File: src/rtl/tcc_pkg.sv
// Constants and types of the timer capture/compare block
package tcc_pkg;
    localparam int CW = 16;
    localparam logic [7:0] ADDR_CTRL = 8'h00;
    localparam logic [7:0] ADDR_SLAVE = 8'h04;
    localparam logic [7:0] ADDR_EVGEN = 8'h08;
    localparam logic [7:0] ADDR_MODE = 8'h0c;
    localparam logic [7:0] ADDR_ENABLE = 8'h10;
    localparam logic [7:0] ADDR_COUNT = 8'h14;
    localparam logic [7:0] ADDR_RELOAD = 8'h18;
    localparam logic [7:0] ADDR_VAL0 = 8'h1c;
    localparam logic [7:0] ADDR_VAL1 = 8'h20;
    localparam logic [7:0] ADDR_FLAG = 8'h24;
    localparam logic [7:0] ADDR_MISS = 8'h28;
    localparam logic [7:0] ADDR_MASK = 8'h2c;
    localparam int CR_CEN = 0;
    localparam int CR_ARBE = 7;
    localparam int SL_SMS = 0;
    localparam int SL_TS = 4;
    localparam int EG_UG = 0;
    localparam int EG_CC = 1;
    localparam int MD_STRIDE = 16;
    localparam int MD_CCS = 0;
    localparam int MD_PSC = 2;
    localparam int MD_FLT = 4;
    localparam int MD_OCBE = 8;
    localparam int MD_OCM = 9;
    localparam int EN_STRIDE = 4;
    localparam int EN_CCE = 0;
    localparam int EN_CCP = 1;
    localparam int FL_CH = 1;
    localparam logic [1:0] CCS_OUT = 2'h0;
    localparam logic [1:0] CCS_CROSS = 2'h2;
    localparam logic [2:0] SMS_RESET = 3'h4;
    localparam logic [2:0] TS_IN0 = 3'h5;
    localparam logic [2:0] TS_IN1 = 3'h6;
    localparam logic [3:0] FILT_OFF = 4'h0;
    localparam logic [3:0] FILT_8 = 4'h3;
    localparam logic [2:0] FILT_LAST = 3'h7;
    localparam logic [CW-1:0] RELOAD_RST = 16'hffff;
    typedef enum logic [2:0] {
        OC_FROZEN = 3'b000,
        OC_SET = 3'b001,
        OC_CLR = 3'b010,
        OC_TOG = 3'b011,
        OC_FLOW = 3'b100,
        OC_FHIGH = 3'b101,
        OC_PWM1 = 3'b110,
        OC_PWM2 = 3'b111
    } tcc_ocm_t;
endpackage

File: src/rtl/tcc_timer_cc.sv
// Two-channel timer with capture/compare channels and APB registers
`timescale 1ns/1ns
`default_nettype none
module tcc_timer_cc
    import tcc_pkg::*;
(
    // Clock and reset
    input wire logic clk_sys,
    input wire logic nrst,
    // APB slave
    input wire logic psel,
    input wire logic penable,
    input wire logic pwrite,
    input wire logic [7:0] paddr,
    input wire logic [31:0] pwdata,
    output logic [31:0] prdata,
    output logic pready,
    output logic pslverr,
    // Timer pins
    input wire logic [1:0] timerIn,
    output logic [1:0] chanOut,
    output logic [1:0] chanOutEn,
    // Interrupt request
    output logic irqReq
);
    typedef struct packed {
        logic cen;
        logic arbe;
        logic [2:0] sms;
        logic [2:0] ts;
        logic [1:0][1:0] ccs;
        logic [1:0][1:0] psc;
        logic [1:0][3:0] flt;
        logic [1:0] ocbe;
        logic [1:0][2:0] ocm;
        logic [1:0][2:0] ocmD;
        logic [1:0] cce;
        logic [1:0] ccp;
        logic [CW-1:0] cnt;
        logic [CW-1:0] arr;
        logic [CW-1:0] arrShd;
        logic [1:0][CW-1:0] buff;
        logic [1:0][CW-1:0] shd;
        logic [1:0] capPend;
        logic [1:0][2:0] pcnt;
        logic [1:0] s1;
        logic [1:0] s2;
        logic [1:0] flev;
        logic [1:0] flevD;
        logic [1:0][2:0] fcnt;
        logic [1:0] eqD;
        logic [1:0] ltD;
        logic [1:0] refLvl;
        logic [1:0] pin;
        logic [1:0] oe;
        logic [2:0] flg;
        logic [1:0] miss;
        logic [2:0] mask;
        logic [31:0] rdata;
        logic err;
    } tcc_state_t;

    tcc_state_t s;
    tcc_state_t next_s;
    logic wr;
    logic rd;
    logic ug;
    logic trg;
    logic ovf;
    logic update_event;
    logic [1:0] rise;
    logic [1:0] fall;
    logic [1:0] chEdge;
    logic [1:0] gen;
    logic [1:0] capNow;
    logic [1:0] match;
    logic [1:0] lt;

    assign wr = psel & penable & pwrite;
    assign rd = psel & penable & ~pwrite;

    // Read data is latched in the setup cycle, so the access phase needs no wait
    function automatic logic [32:0] rdWord(input tcc_state_t st, input logic [7:0] a);
        logic [32:0] r;
        r = '0;
        case (a)
            ADDR_CTRL: begin
                r[CR_CEN] = st.cen;
                r[CR_ARBE] = st.arbe;
            end
            ADDR_SLAVE: begin
                r[SL_SMS +: 3] = st.sms;
                r[SL_TS +: 3] = st.ts;
            end
            ADDR_EVGEN: r = '0;
            ADDR_MODE: begin
                for (int y = 0; y < 2; y++) begin
                    r[y*MD_STRIDE + MD_CCS +: 2] = st.ccs[y];
                    r[y*MD_STRIDE + MD_PSC +: 2] = st.psc[y];
                    r[y*MD_STRIDE + MD_FLT +: 4] = st.flt[y];
                    r[y*MD_STRIDE + MD_OCBE] = st.ocbe[y];
                    r[y*MD_STRIDE + MD_OCM +: 3] = st.ocm[y];
                end
            end
            ADDR_ENABLE: begin
                for (int y = 0; y < 2; y++) begin
                    r[y*EN_STRIDE + EN_CCE] = st.cce[y];
                    r[y*EN_STRIDE + EN_CCP] = st.ccp[y];
                end
            end
            ADDR_COUNT: r[CW-1:0] = st.cnt;
            ADDR_RELOAD: r[CW-1:0] = st.arr;
            ADDR_VAL0: r[CW-1:0] = st.buff[0];
            ADDR_VAL1: r[CW-1:0] = st.buff[1];
            ADDR_FLAG: r[2:0] = st.flg;
            ADDR_MISS: r[FL_CH +: 2] = st.miss;
            ADDR_MASK: r[2:0] = st.mask;
            default: r[32] = 1'b1;
        endcase
        return r;
    endfunction

    always_comb begin
        next_s = s;
        rise = '0;
        fall = '0;
        chEdge = '0;
        gen = '0;
        capNow = '0;
        match = '0;
        lt = '0;
        // Two-stage synchroniser; only the second stage feeds the filter
        next_s.s1 = timerIn;
        next_s.s2 = s.s1;
        for (int i = 0; i < 2; i++) begin
            next_s.flevD[i] = s.flev[i];
            // Every non-zero filter code uses the eight-sample window
            if (s.flt[i] == FILT_OFF) begin
                next_s.flev[i] = s.s2[i];
                next_s.fcnt[i] = '0;
            end else if (s.s2[i] != s.flev[i]) begin
                if (s.fcnt[i] == FILT_LAST) begin
                    next_s.flev[i] = s.s2[i];
                    next_s.fcnt[i] = '0;
                end else begin
                    next_s.fcnt[i] = s.fcnt[i] + 3'h1;
                end
            end else begin
                next_s.fcnt[i] = '0;
            end
            rise[i] = s.flev[i] & ~s.flevD[i];
            fall[i] = ~s.flev[i] & s.flevD[i];
        end
        // Counter reset on trigger from either polarised input
        trg = (s.sms == SMS_RESET) &&
            ((s.ts == TS_IN0 && (s.ccp[0] ? fall[0] : rise[0])) ||
             (s.ts == TS_IN1 && (s.ccp[1] ? fall[1] : rise[1])));
        ug = wr && paddr == ADDR_EVGEN && pwdata[EG_UG];
        ovf = s.cen && s.cnt == s.arrShd && !ug && !trg;
        update_event = ug | trg | ovf;
        if (ug || trg) begin
            next_s.cnt = '0;
        end else if (s.cen) begin
            next_s.cnt = ovf ? '0 : s.cnt + 16'h0001;
        end
        if (!s.arbe || update_event) begin
            next_s.arrShd = s.arr;
        end
        // Clears come first so that a set in the same cycle wins
        if (wr && paddr == ADDR_FLAG) begin
            next_s.flg = s.flg & ~pwdata[2:0];
        end
        if (wr && paddr == ADDR_MISS) begin
            next_s.miss = s.miss & ~pwdata[FL_CH +: 2];
        end
        if (rd && paddr == ADDR_VAL0) begin
            next_s.flg[FL_CH] = 1'b0;
        end
        if (rd && paddr == ADDR_VAL1) begin
            next_s.flg[FL_CH+1] = 1'b0;
        end
        if (update_event) begin
            next_s.flg[0] = 1'b1;
        end
        for (int y = 0; y < 2; y++) begin
            gen[y] = wr && paddr == ADDR_EVGEN && pwdata[EG_CC+y];
            next_s.ocmD[y] = s.ocm[y];
            if (s.ccs[y] == CCS_CROSS) begin
                chEdge[y] = s.ccp[y] ? fall[1-y] : rise[1-y];
            end else begin
                chEdge[y] = s.ccp[y] ? fall[y] : rise[y];
            end
            if (s.ccs[y] != CCS_OUT) begin
                if (s.cce[y] && chEdge[y]) begin
                    if (s.pcnt[y] == 3'(~(3'b111 << s.psc[y]))) begin
                        capNow[y] = 1'b1;
                        next_s.pcnt[y] = '0;
                    end else begin
                        next_s.pcnt[y] = s.pcnt[y] + 3'h1;
                    end
                end
                capNow[y] = capNow[y] | gen[y];
                next_s.capPend[y] = 1'b0;
                if (s.capPend[y]) begin
                    next_s.buff[y] = s.shd[y];
                end
                if (capNow[y]) begin
                    next_s.shd[y] = s.cnt;
                    next_s.capPend[y] = 1'b1;
                    next_s.flg[FL_CH+y] = 1'b1;
                    if (s.flg[FL_CH+y]) begin
                        next_s.miss[y] = 1'b1;
                    end
                end
                next_s.eqD[y] = 1'b0;
                next_s.oe[y] = 1'b0;
                next_s.pin[y] = 1'b0;
            end else begin
                next_s.capPend[y] = 1'b0;
                next_s.pcnt[y] = '0;
                if (!s.ocbe[y] || update_event) begin
                    next_s.shd[y] = s.buff[y];
                end
                lt[y] = s.cnt < s.shd[y];
                next_s.eqD[y] = s.cnt == s.shd[y];
                next_s.ltD[y] = lt[y];
                // One match per arrival at the compare value, even if the counter stops there
                match[y] = (s.cnt == s.shd[y]) && !s.eqD[y];
                if (match[y] || gen[y]) begin
                    next_s.flg[FL_CH+y] = 1'b1;
                end
                // Update events never touch the reference here
                case (tcc_ocm_t'(s.ocm[y]))
                    OC_FROZEN: next_s.refLvl[y] = s.refLvl[y];
                    OC_SET: if (match[y]) next_s.refLvl[y] = 1'b1;
                    OC_CLR: if (match[y]) next_s.refLvl[y] = 1'b0;
                    OC_TOG: if (match[y]) next_s.refLvl[y] = ~s.refLvl[y];
                    OC_FLOW: next_s.refLvl[y] = 1'b0;
                    OC_FHIGH: next_s.refLvl[y] = 1'b1;
                    OC_PWM1: begin
                        if (lt[y] != s.ltD[y] || s.ocmD[y] == OC_FROZEN) begin
                            next_s.refLvl[y] = lt[y];
                        end
                    end
                    OC_PWM2: begin
                        if (lt[y] != s.ltD[y] || s.ocmD[y] == OC_FROZEN) begin
                            next_s.refLvl[y] = ~lt[y];
                        end
                    end
                    default: next_s.refLvl[y] = s.refLvl[y];
                endcase
                next_s.oe[y] = s.cce[y];
                next_s.pin[y] = s.cce[y] & (next_s.refLvl[y] ^ s.ccp[y]);
            end
        end
        if (wr) begin
            case (paddr)
                ADDR_CTRL: begin
                    next_s.cen = pwdata[CR_CEN];
                    next_s.arbe = pwdata[CR_ARBE];
                end
                ADDR_SLAVE: begin
                    next_s.sms = pwdata[SL_SMS +: 3];
                    next_s.ts = pwdata[SL_TS +: 3];
                end
                ADDR_MODE: begin
                    for (int y = 0; y < 2; y++) begin
                        next_s.ccs[y] = pwdata[y*MD_STRIDE + MD_CCS +: 2];
                        next_s.psc[y] = pwdata[y*MD_STRIDE + MD_PSC +: 2];
                        next_s.flt[y] = pwdata[y*MD_STRIDE + MD_FLT +: 4];
                        next_s.ocbe[y] = pwdata[y*MD_STRIDE + MD_OCBE];
                        next_s.ocm[y] = pwdata[y*MD_STRIDE + MD_OCM +: 3];
                    end
                end
                ADDR_ENABLE: begin
                    for (int y = 0; y < 2; y++) begin
                        next_s.cce[y] = pwdata[y*EN_STRIDE + EN_CCE];
                        next_s.ccp[y] = pwdata[y*EN_STRIDE + EN_CCP];
                    end
                end
                ADDR_RELOAD: next_s.arr = pwdata[CW-1:0];
                ADDR_VAL0: if (s.ccs[0] == CCS_OUT) next_s.buff[0] = pwdata[CW-1:0];
                ADDR_VAL1: if (s.ccs[1] == CCS_OUT) next_s.buff[1] = pwdata[CW-1:0];
                ADDR_MASK: next_s.mask = pwdata[2:0];
                default: next_s.err = s.err;
            endcase
        end
        if (psel && !penable) begin
            {next_s.err, next_s.rdata} = rdWord(s, paddr);
        end
    end

    always_ff @(posedge clk_sys) begin
        if (!nrst) begin
            s <= '0;
            s.arr <= RELOAD_RST;
            s.arrShd <= RELOAD_RST;
            // Counter and compare shadows both start at zero, so the first cycle must not count as an arrival
            s.eqD <= '1;
        end else begin
            s <= next_s;
        end
    end

    assign prdata = s.rdata;
    assign pready = 1'b1;
    assign pslverr = psel & penable & s.err;
    assign chanOut = s.pin;
    assign chanOutEn = s.oe;
    assign irqReq = |(s.flg & s.mask);
endmodule
`default_nettype wire

File: config.mk
export PLATFORM = sky130hd
export DESIGN_NAME = tcc_timer_cc
export DESIGN_NICKNAME = d
export VERILOG_FILES = /design/src/rtl/tcc_pkg.sv /design/src/rtl/tcc_timer_cc.sv
export SDC_FILE = /design/constraint.sdc
export NUM_CORES = 1
export LEC_CHECK = 0
export ABC_AREA = 0
export BUFFER_PORTS_ARGS = -buffer_cell sky130_fd_sc_hd__buf_2
export CAP_MARGIN = 40
export CORE_AREA = 4 4 154 156
export CTS_CLUSTER_DIAMETER = 200
export DETAILED_ROUTE_END_ITERATION = 16
export DIE_AREA = 0 0 158 160
export PLACE_DENSITY_LB_ADDON = 0.2
export SYNTH_ARGS = -nofsm -noshare
export SYNTH_HDL_FRONTEND = slang
export SYNTH_SLANG_ARGS = --single-unit
File: constraint.sdc
create_clock -name clk_sys -period 7.2 [get_ports clk_sys]
set_input_delay 0.72 -clock clk_sys [delete_from_list [all_inputs] [get_ports clk_sys]]
set_output_delay 0.72 -clock clk_sys [all_outputs]
set_load 0.03 [all_outputs]
==> flow_metrics.tcl <==
set metrics [dict create \
    grt_antenna_before_repair 0 \
    drt.antenna.violating_nets 0 \
    synth_cell_type_count 67 \
    placed_area_um2 11450 \
    nets_finish 1430 \
    tritoncts.num_buffers 24 \
    most_common_cell_in_the_synthesized_netlist "sky130_fd_sc_hd__nand2_1" \
    yosys.area.top_type_share_pct 40.48 \
    synth_top_cell_by_area "sky130_fd_sc_hd__dfxtp_1" \
    fin_total_pwr_mw 2.637 \
    tritoncts "built" \
    cp_slowest_stage_delay_ps 600 \
    dr_total_vias 9813 \
    area_growth_from_synthesis_to_final_layout_pct 11.43 \
    die-height_um 160 \
    critical_path.slowest_cell "sky130_fd_sc_hd__nor4_1" \
    post_synth_and_or_nand_nor_area_fraction_pct 21.11 \
    port_buffers 76 \
    outcome "finished clean" \
    layout.cell_area.non_filler_um2 12290 \
    ctsResizeCount 0 \
    hpwlAfterDp_um 22840 \
    async_reset_ff_share_pct 0 \
    synth-main-ff-cell "sky130_fd_sc_hd__dfxtp_1" \
    netlist_instances 1333 \
    global_route.overflow_total 0 \
    synth_compound_area_share_pct 17.91 \
    peak_fanout_along_the_critical_path 9 \
    dr.pass1.iters 6 \
    synth-warning-count 0 \
    cts_hold_repair.buffers 0 \
    synth_top_family_by_area "simple AND/OR/NAND/NOR gates" \
    die_w_um 158 \
    synth_area_in_xor_xnor_pct 2.621 \
    report.final.slew_viol_count 0 \
    leading_cell_types_by_count_after_synthesis "232 x sky130_fd_sc_hd__nand2_1, 223 x sky130_fd_sc_hd__dfxtp_1, 110 x sky130_fd_sc_hd__nor2_1, 86 x sky130_fd_sc_hd__a21oi_1, 82 x sky130_fd_sc_hd__clkbuf_1" \
    worst-endpoint-arrival_ps 3860 \
    ioPinCount 86 \
    post_route_wl_um 33300 \
    synth.avg_cell_area_um2 8.274 \
    period_utilisation_layout_pct 48.28 \
    timing.hold.worst.class "reg -> reg" \
    grt_pass1_vias 9241 \
    synth_edf_count 0 \
    clockRootBuffer "sky130_fd_sc_hd__clkbuf_16" \
    grt_use_total_pct 25.78 \
    hold_viol 0 \
    first_iter_violations 851 \
    core_area_um2 22370 \
    global_route_wire_length_before_repair_um 51880 \
    timing_worst_setup_path_type "reg -> reg" \
    setup_viol_count_final 0 \
    max-slew-margin-rel_pct 34.68 \
    ir_worst_vdd_mv 0.1454 \
    synth-seq-cells 223 \
    sequential_element_share_of_the_synthesized_area_pct 40.48 \
    h-tree-depth 1 \
    n_antenna_cell 0 \
    post_cts.repair.setup_buffers 0 \
    worst_path_required_time_ps 7580 \
    routedWlPerCell_um 20.28 \
    dieArea_um2 25280 \
    min-delay-start "s[54]" \
    setup_repair_after_global_routing_missed_its_margin "false" \
    startpoint_types "flip-flop" \
    actual_slew_at_the_worst_max_slew_pin_ps 978.4 \
    crit_path_cell_trace "ha_1 -> nand4_1 -> nor4_1 -> nand2_1 -> or2_2 -> ha_1 -> o21ai_0 -> a21oi_1 -> a31oi_1 -> and3_1 -> a2111oi_0" \
    synthesis.area_um2 11030 \
    muxShareOfSynthArea_pct 5.854 \
    clock_skew_ps 11.34 \
    post_drt_via_cell_ratio 5.976 \
    tritoncts_num_sinks 223 \
    p_leak_nw 4.933 \
    gpl.final_weighted_congestion 0.9055 \
    rr_startpoint "s[182]" \
    yosys.area_share.adder_pct 4.878 \
    initial_core_util_pct 49.31 \
    drive_gt1_share_pct 12.16 \
    placementRows 55 \
    max_freq_ghz 0.2877 \
    ctsLongestPathBuffers 3 \
    ys_top_cells_by_area "sky130_fd_sc_hd__dfxtp_1 40%, sky130_fd_sc_hd__nand2_1 7.9%, sky130_fd_sc_hd__mux2i_1 5.4%" \
    finalSetupTns_ps 0 \
    period_needed_ps 3476 \
    n_fill_cell 2026 \
    p_per_area_nw_per_um2 214.6 \
    critPathMostFrequentCell "sky130_fd_sc_hd__ha_1" \
    endpoint_kind "flip-flop" \
    setup.worst_path.start "s[182]" \
    clock_latency_reported_for_the_late_side_of_the_worst_skew_pair_ps 510 \
    drv_cap 0 \
    drcViolationCount 0 \
    grt_start_max_net_pins 79 \
    clkSlewWorstSetupHoldPaths_ps 60 \
]
## layout make-up
class / instances / area (um2) / area share [%]
multi-input cells: 945 / 5829 / 47.43
flip-flops and latches: 223 / 4464 / 36.32
clock buffers: 38 / 764.5 / 6.220
repair buffers: 104 / 641.9 / 5.222
well taps: 285 / 356.6 / 2.901
inverters: 42 / 158.9 / 1.293
clock inverters: 5 / 75.07 / 0.6108
## cell usage in the layout, fill, tap and decap left out, types with 4 or more instances in the layout
master and instances:
sky130_fd_sc_hd__a211oi_1 20, sky130_fd_sc_hd__a21oi_1 86, sky130_fd_sc_hd__a221oi_1 16, sky130_fd_sc_hd__a222oi_1 9, sky130_fd_sc_hd__a22oi_1 16, sky130_fd_sc_hd__a311oi_1 33
sky130_fd_sc_hd__a31oi_1 8, sky130_fd_sc_hd__and2_1 20, sky130_fd_sc_hd__and3_1 10, sky130_fd_sc_hd__buf_2 77, sky130_fd_sc_hd__buf_4 21, sky130_fd_sc_hd__clkbuf_1 4
sky130_fd_sc_hd__clkbuf_16 25, sky130_fd_sc_hd__clkbuf_8 9, sky130_fd_sc_hd__clkinv_2 4, sky130_fd_sc_hd__conb_1 5, sky130_fd_sc_hd__dfxtp_1 223, sky130_fd_sc_hd__ha_1 43
sky130_fd_sc_hd__inv_1 41, sky130_fd_sc_hd__mux2i_1 60, sky130_fd_sc_hd__nand2_1 232, sky130_fd_sc_hd__nand2b_1 7, sky130_fd_sc_hd__nand3_1 67, sky130_fd_sc_hd__nand3b_1 4
sky130_fd_sc_hd__nand4_1 15, sky130_fd_sc_hd__nor2_1 107, sky130_fd_sc_hd__nor2b_1 11, sky130_fd_sc_hd__nor3_1 9, sky130_fd_sc_hd__nor4_1 10, sky130_fd_sc_hd__o211ai_1 5
sky130_fd_sc_hd__o21ai_0 44, sky130_fd_sc_hd__o311a_1 17, sky130_fd_sc_hd__or2_2 4, sky130_fd_sc_hd__xnor2_1 22, sky130_fd_sc_hd__xor2_1 11
## sequential cells by signal, summed over array words and instances (netlist names)
signal / cells
chanOut: 2
chanOutEn: 2
next_s: 10
prdata: 28
s: 181
## report_power, final
| group | leakage, nW | internal, mW | switching (mW) |
|---|---|---|---|
| registers | 1.80 | 1.24 | 0.00482 |
| logic | 2.72 | 0.0261 | 0.0696 |
| clock network | 0.418 | 0.796 | 0.501 |
## per-layer routing
layer,up-vias,track usage (%),share of wire [%]
met1,4634,35.04,43
li1,4699,-,-
met3,66,4.986,8.0
met5,-,0,0
met2,414,41.02,46
met4,0,8.879,3.4
## critical path, delay by kind of cell (launching register included)
kind            cells  cell delay, ps
simple gates        5            1590
compound gates      4             660
fa+ha+maj           2             660
flops               1             430
## stage by stage
step | utilization (%) | setup WS (ps) | hold WS [ps] | cells
global route | 54.95 | 3430 | 426.6 | 1642
CTS | 54.95 | 3711 | 419.9 | 1642
global placement | 50.64 | 3835 | 409.2 | 1589
detailed placement | 51.20 | 3817 | 411.7 | 1599
finish | 54.95 | 3724 | 419.4 | 1642
floorplan | - | 4494 | 398.4 | 1336
## logic make-up (layout without fill, tap and decap cells)
family          Yosys count  after routing
buf+inv                 168            189
xor+xnor                 33             33
other cells               2              5
flops                   223            223
compound gates          284            284
fa+ha+maj                43             43
simple gates            518            518
mux                      62             62
## final timing paths
path,to,slack [ps],cells past startpoint
hold reg to reg,s[54],420,1
setup reg to reg,s[45],3720,11
hold / removal,s[54],420,1
setup / recovery,s[45],3720,11
No activity file was read; power rests on OpenSTA's default activity.
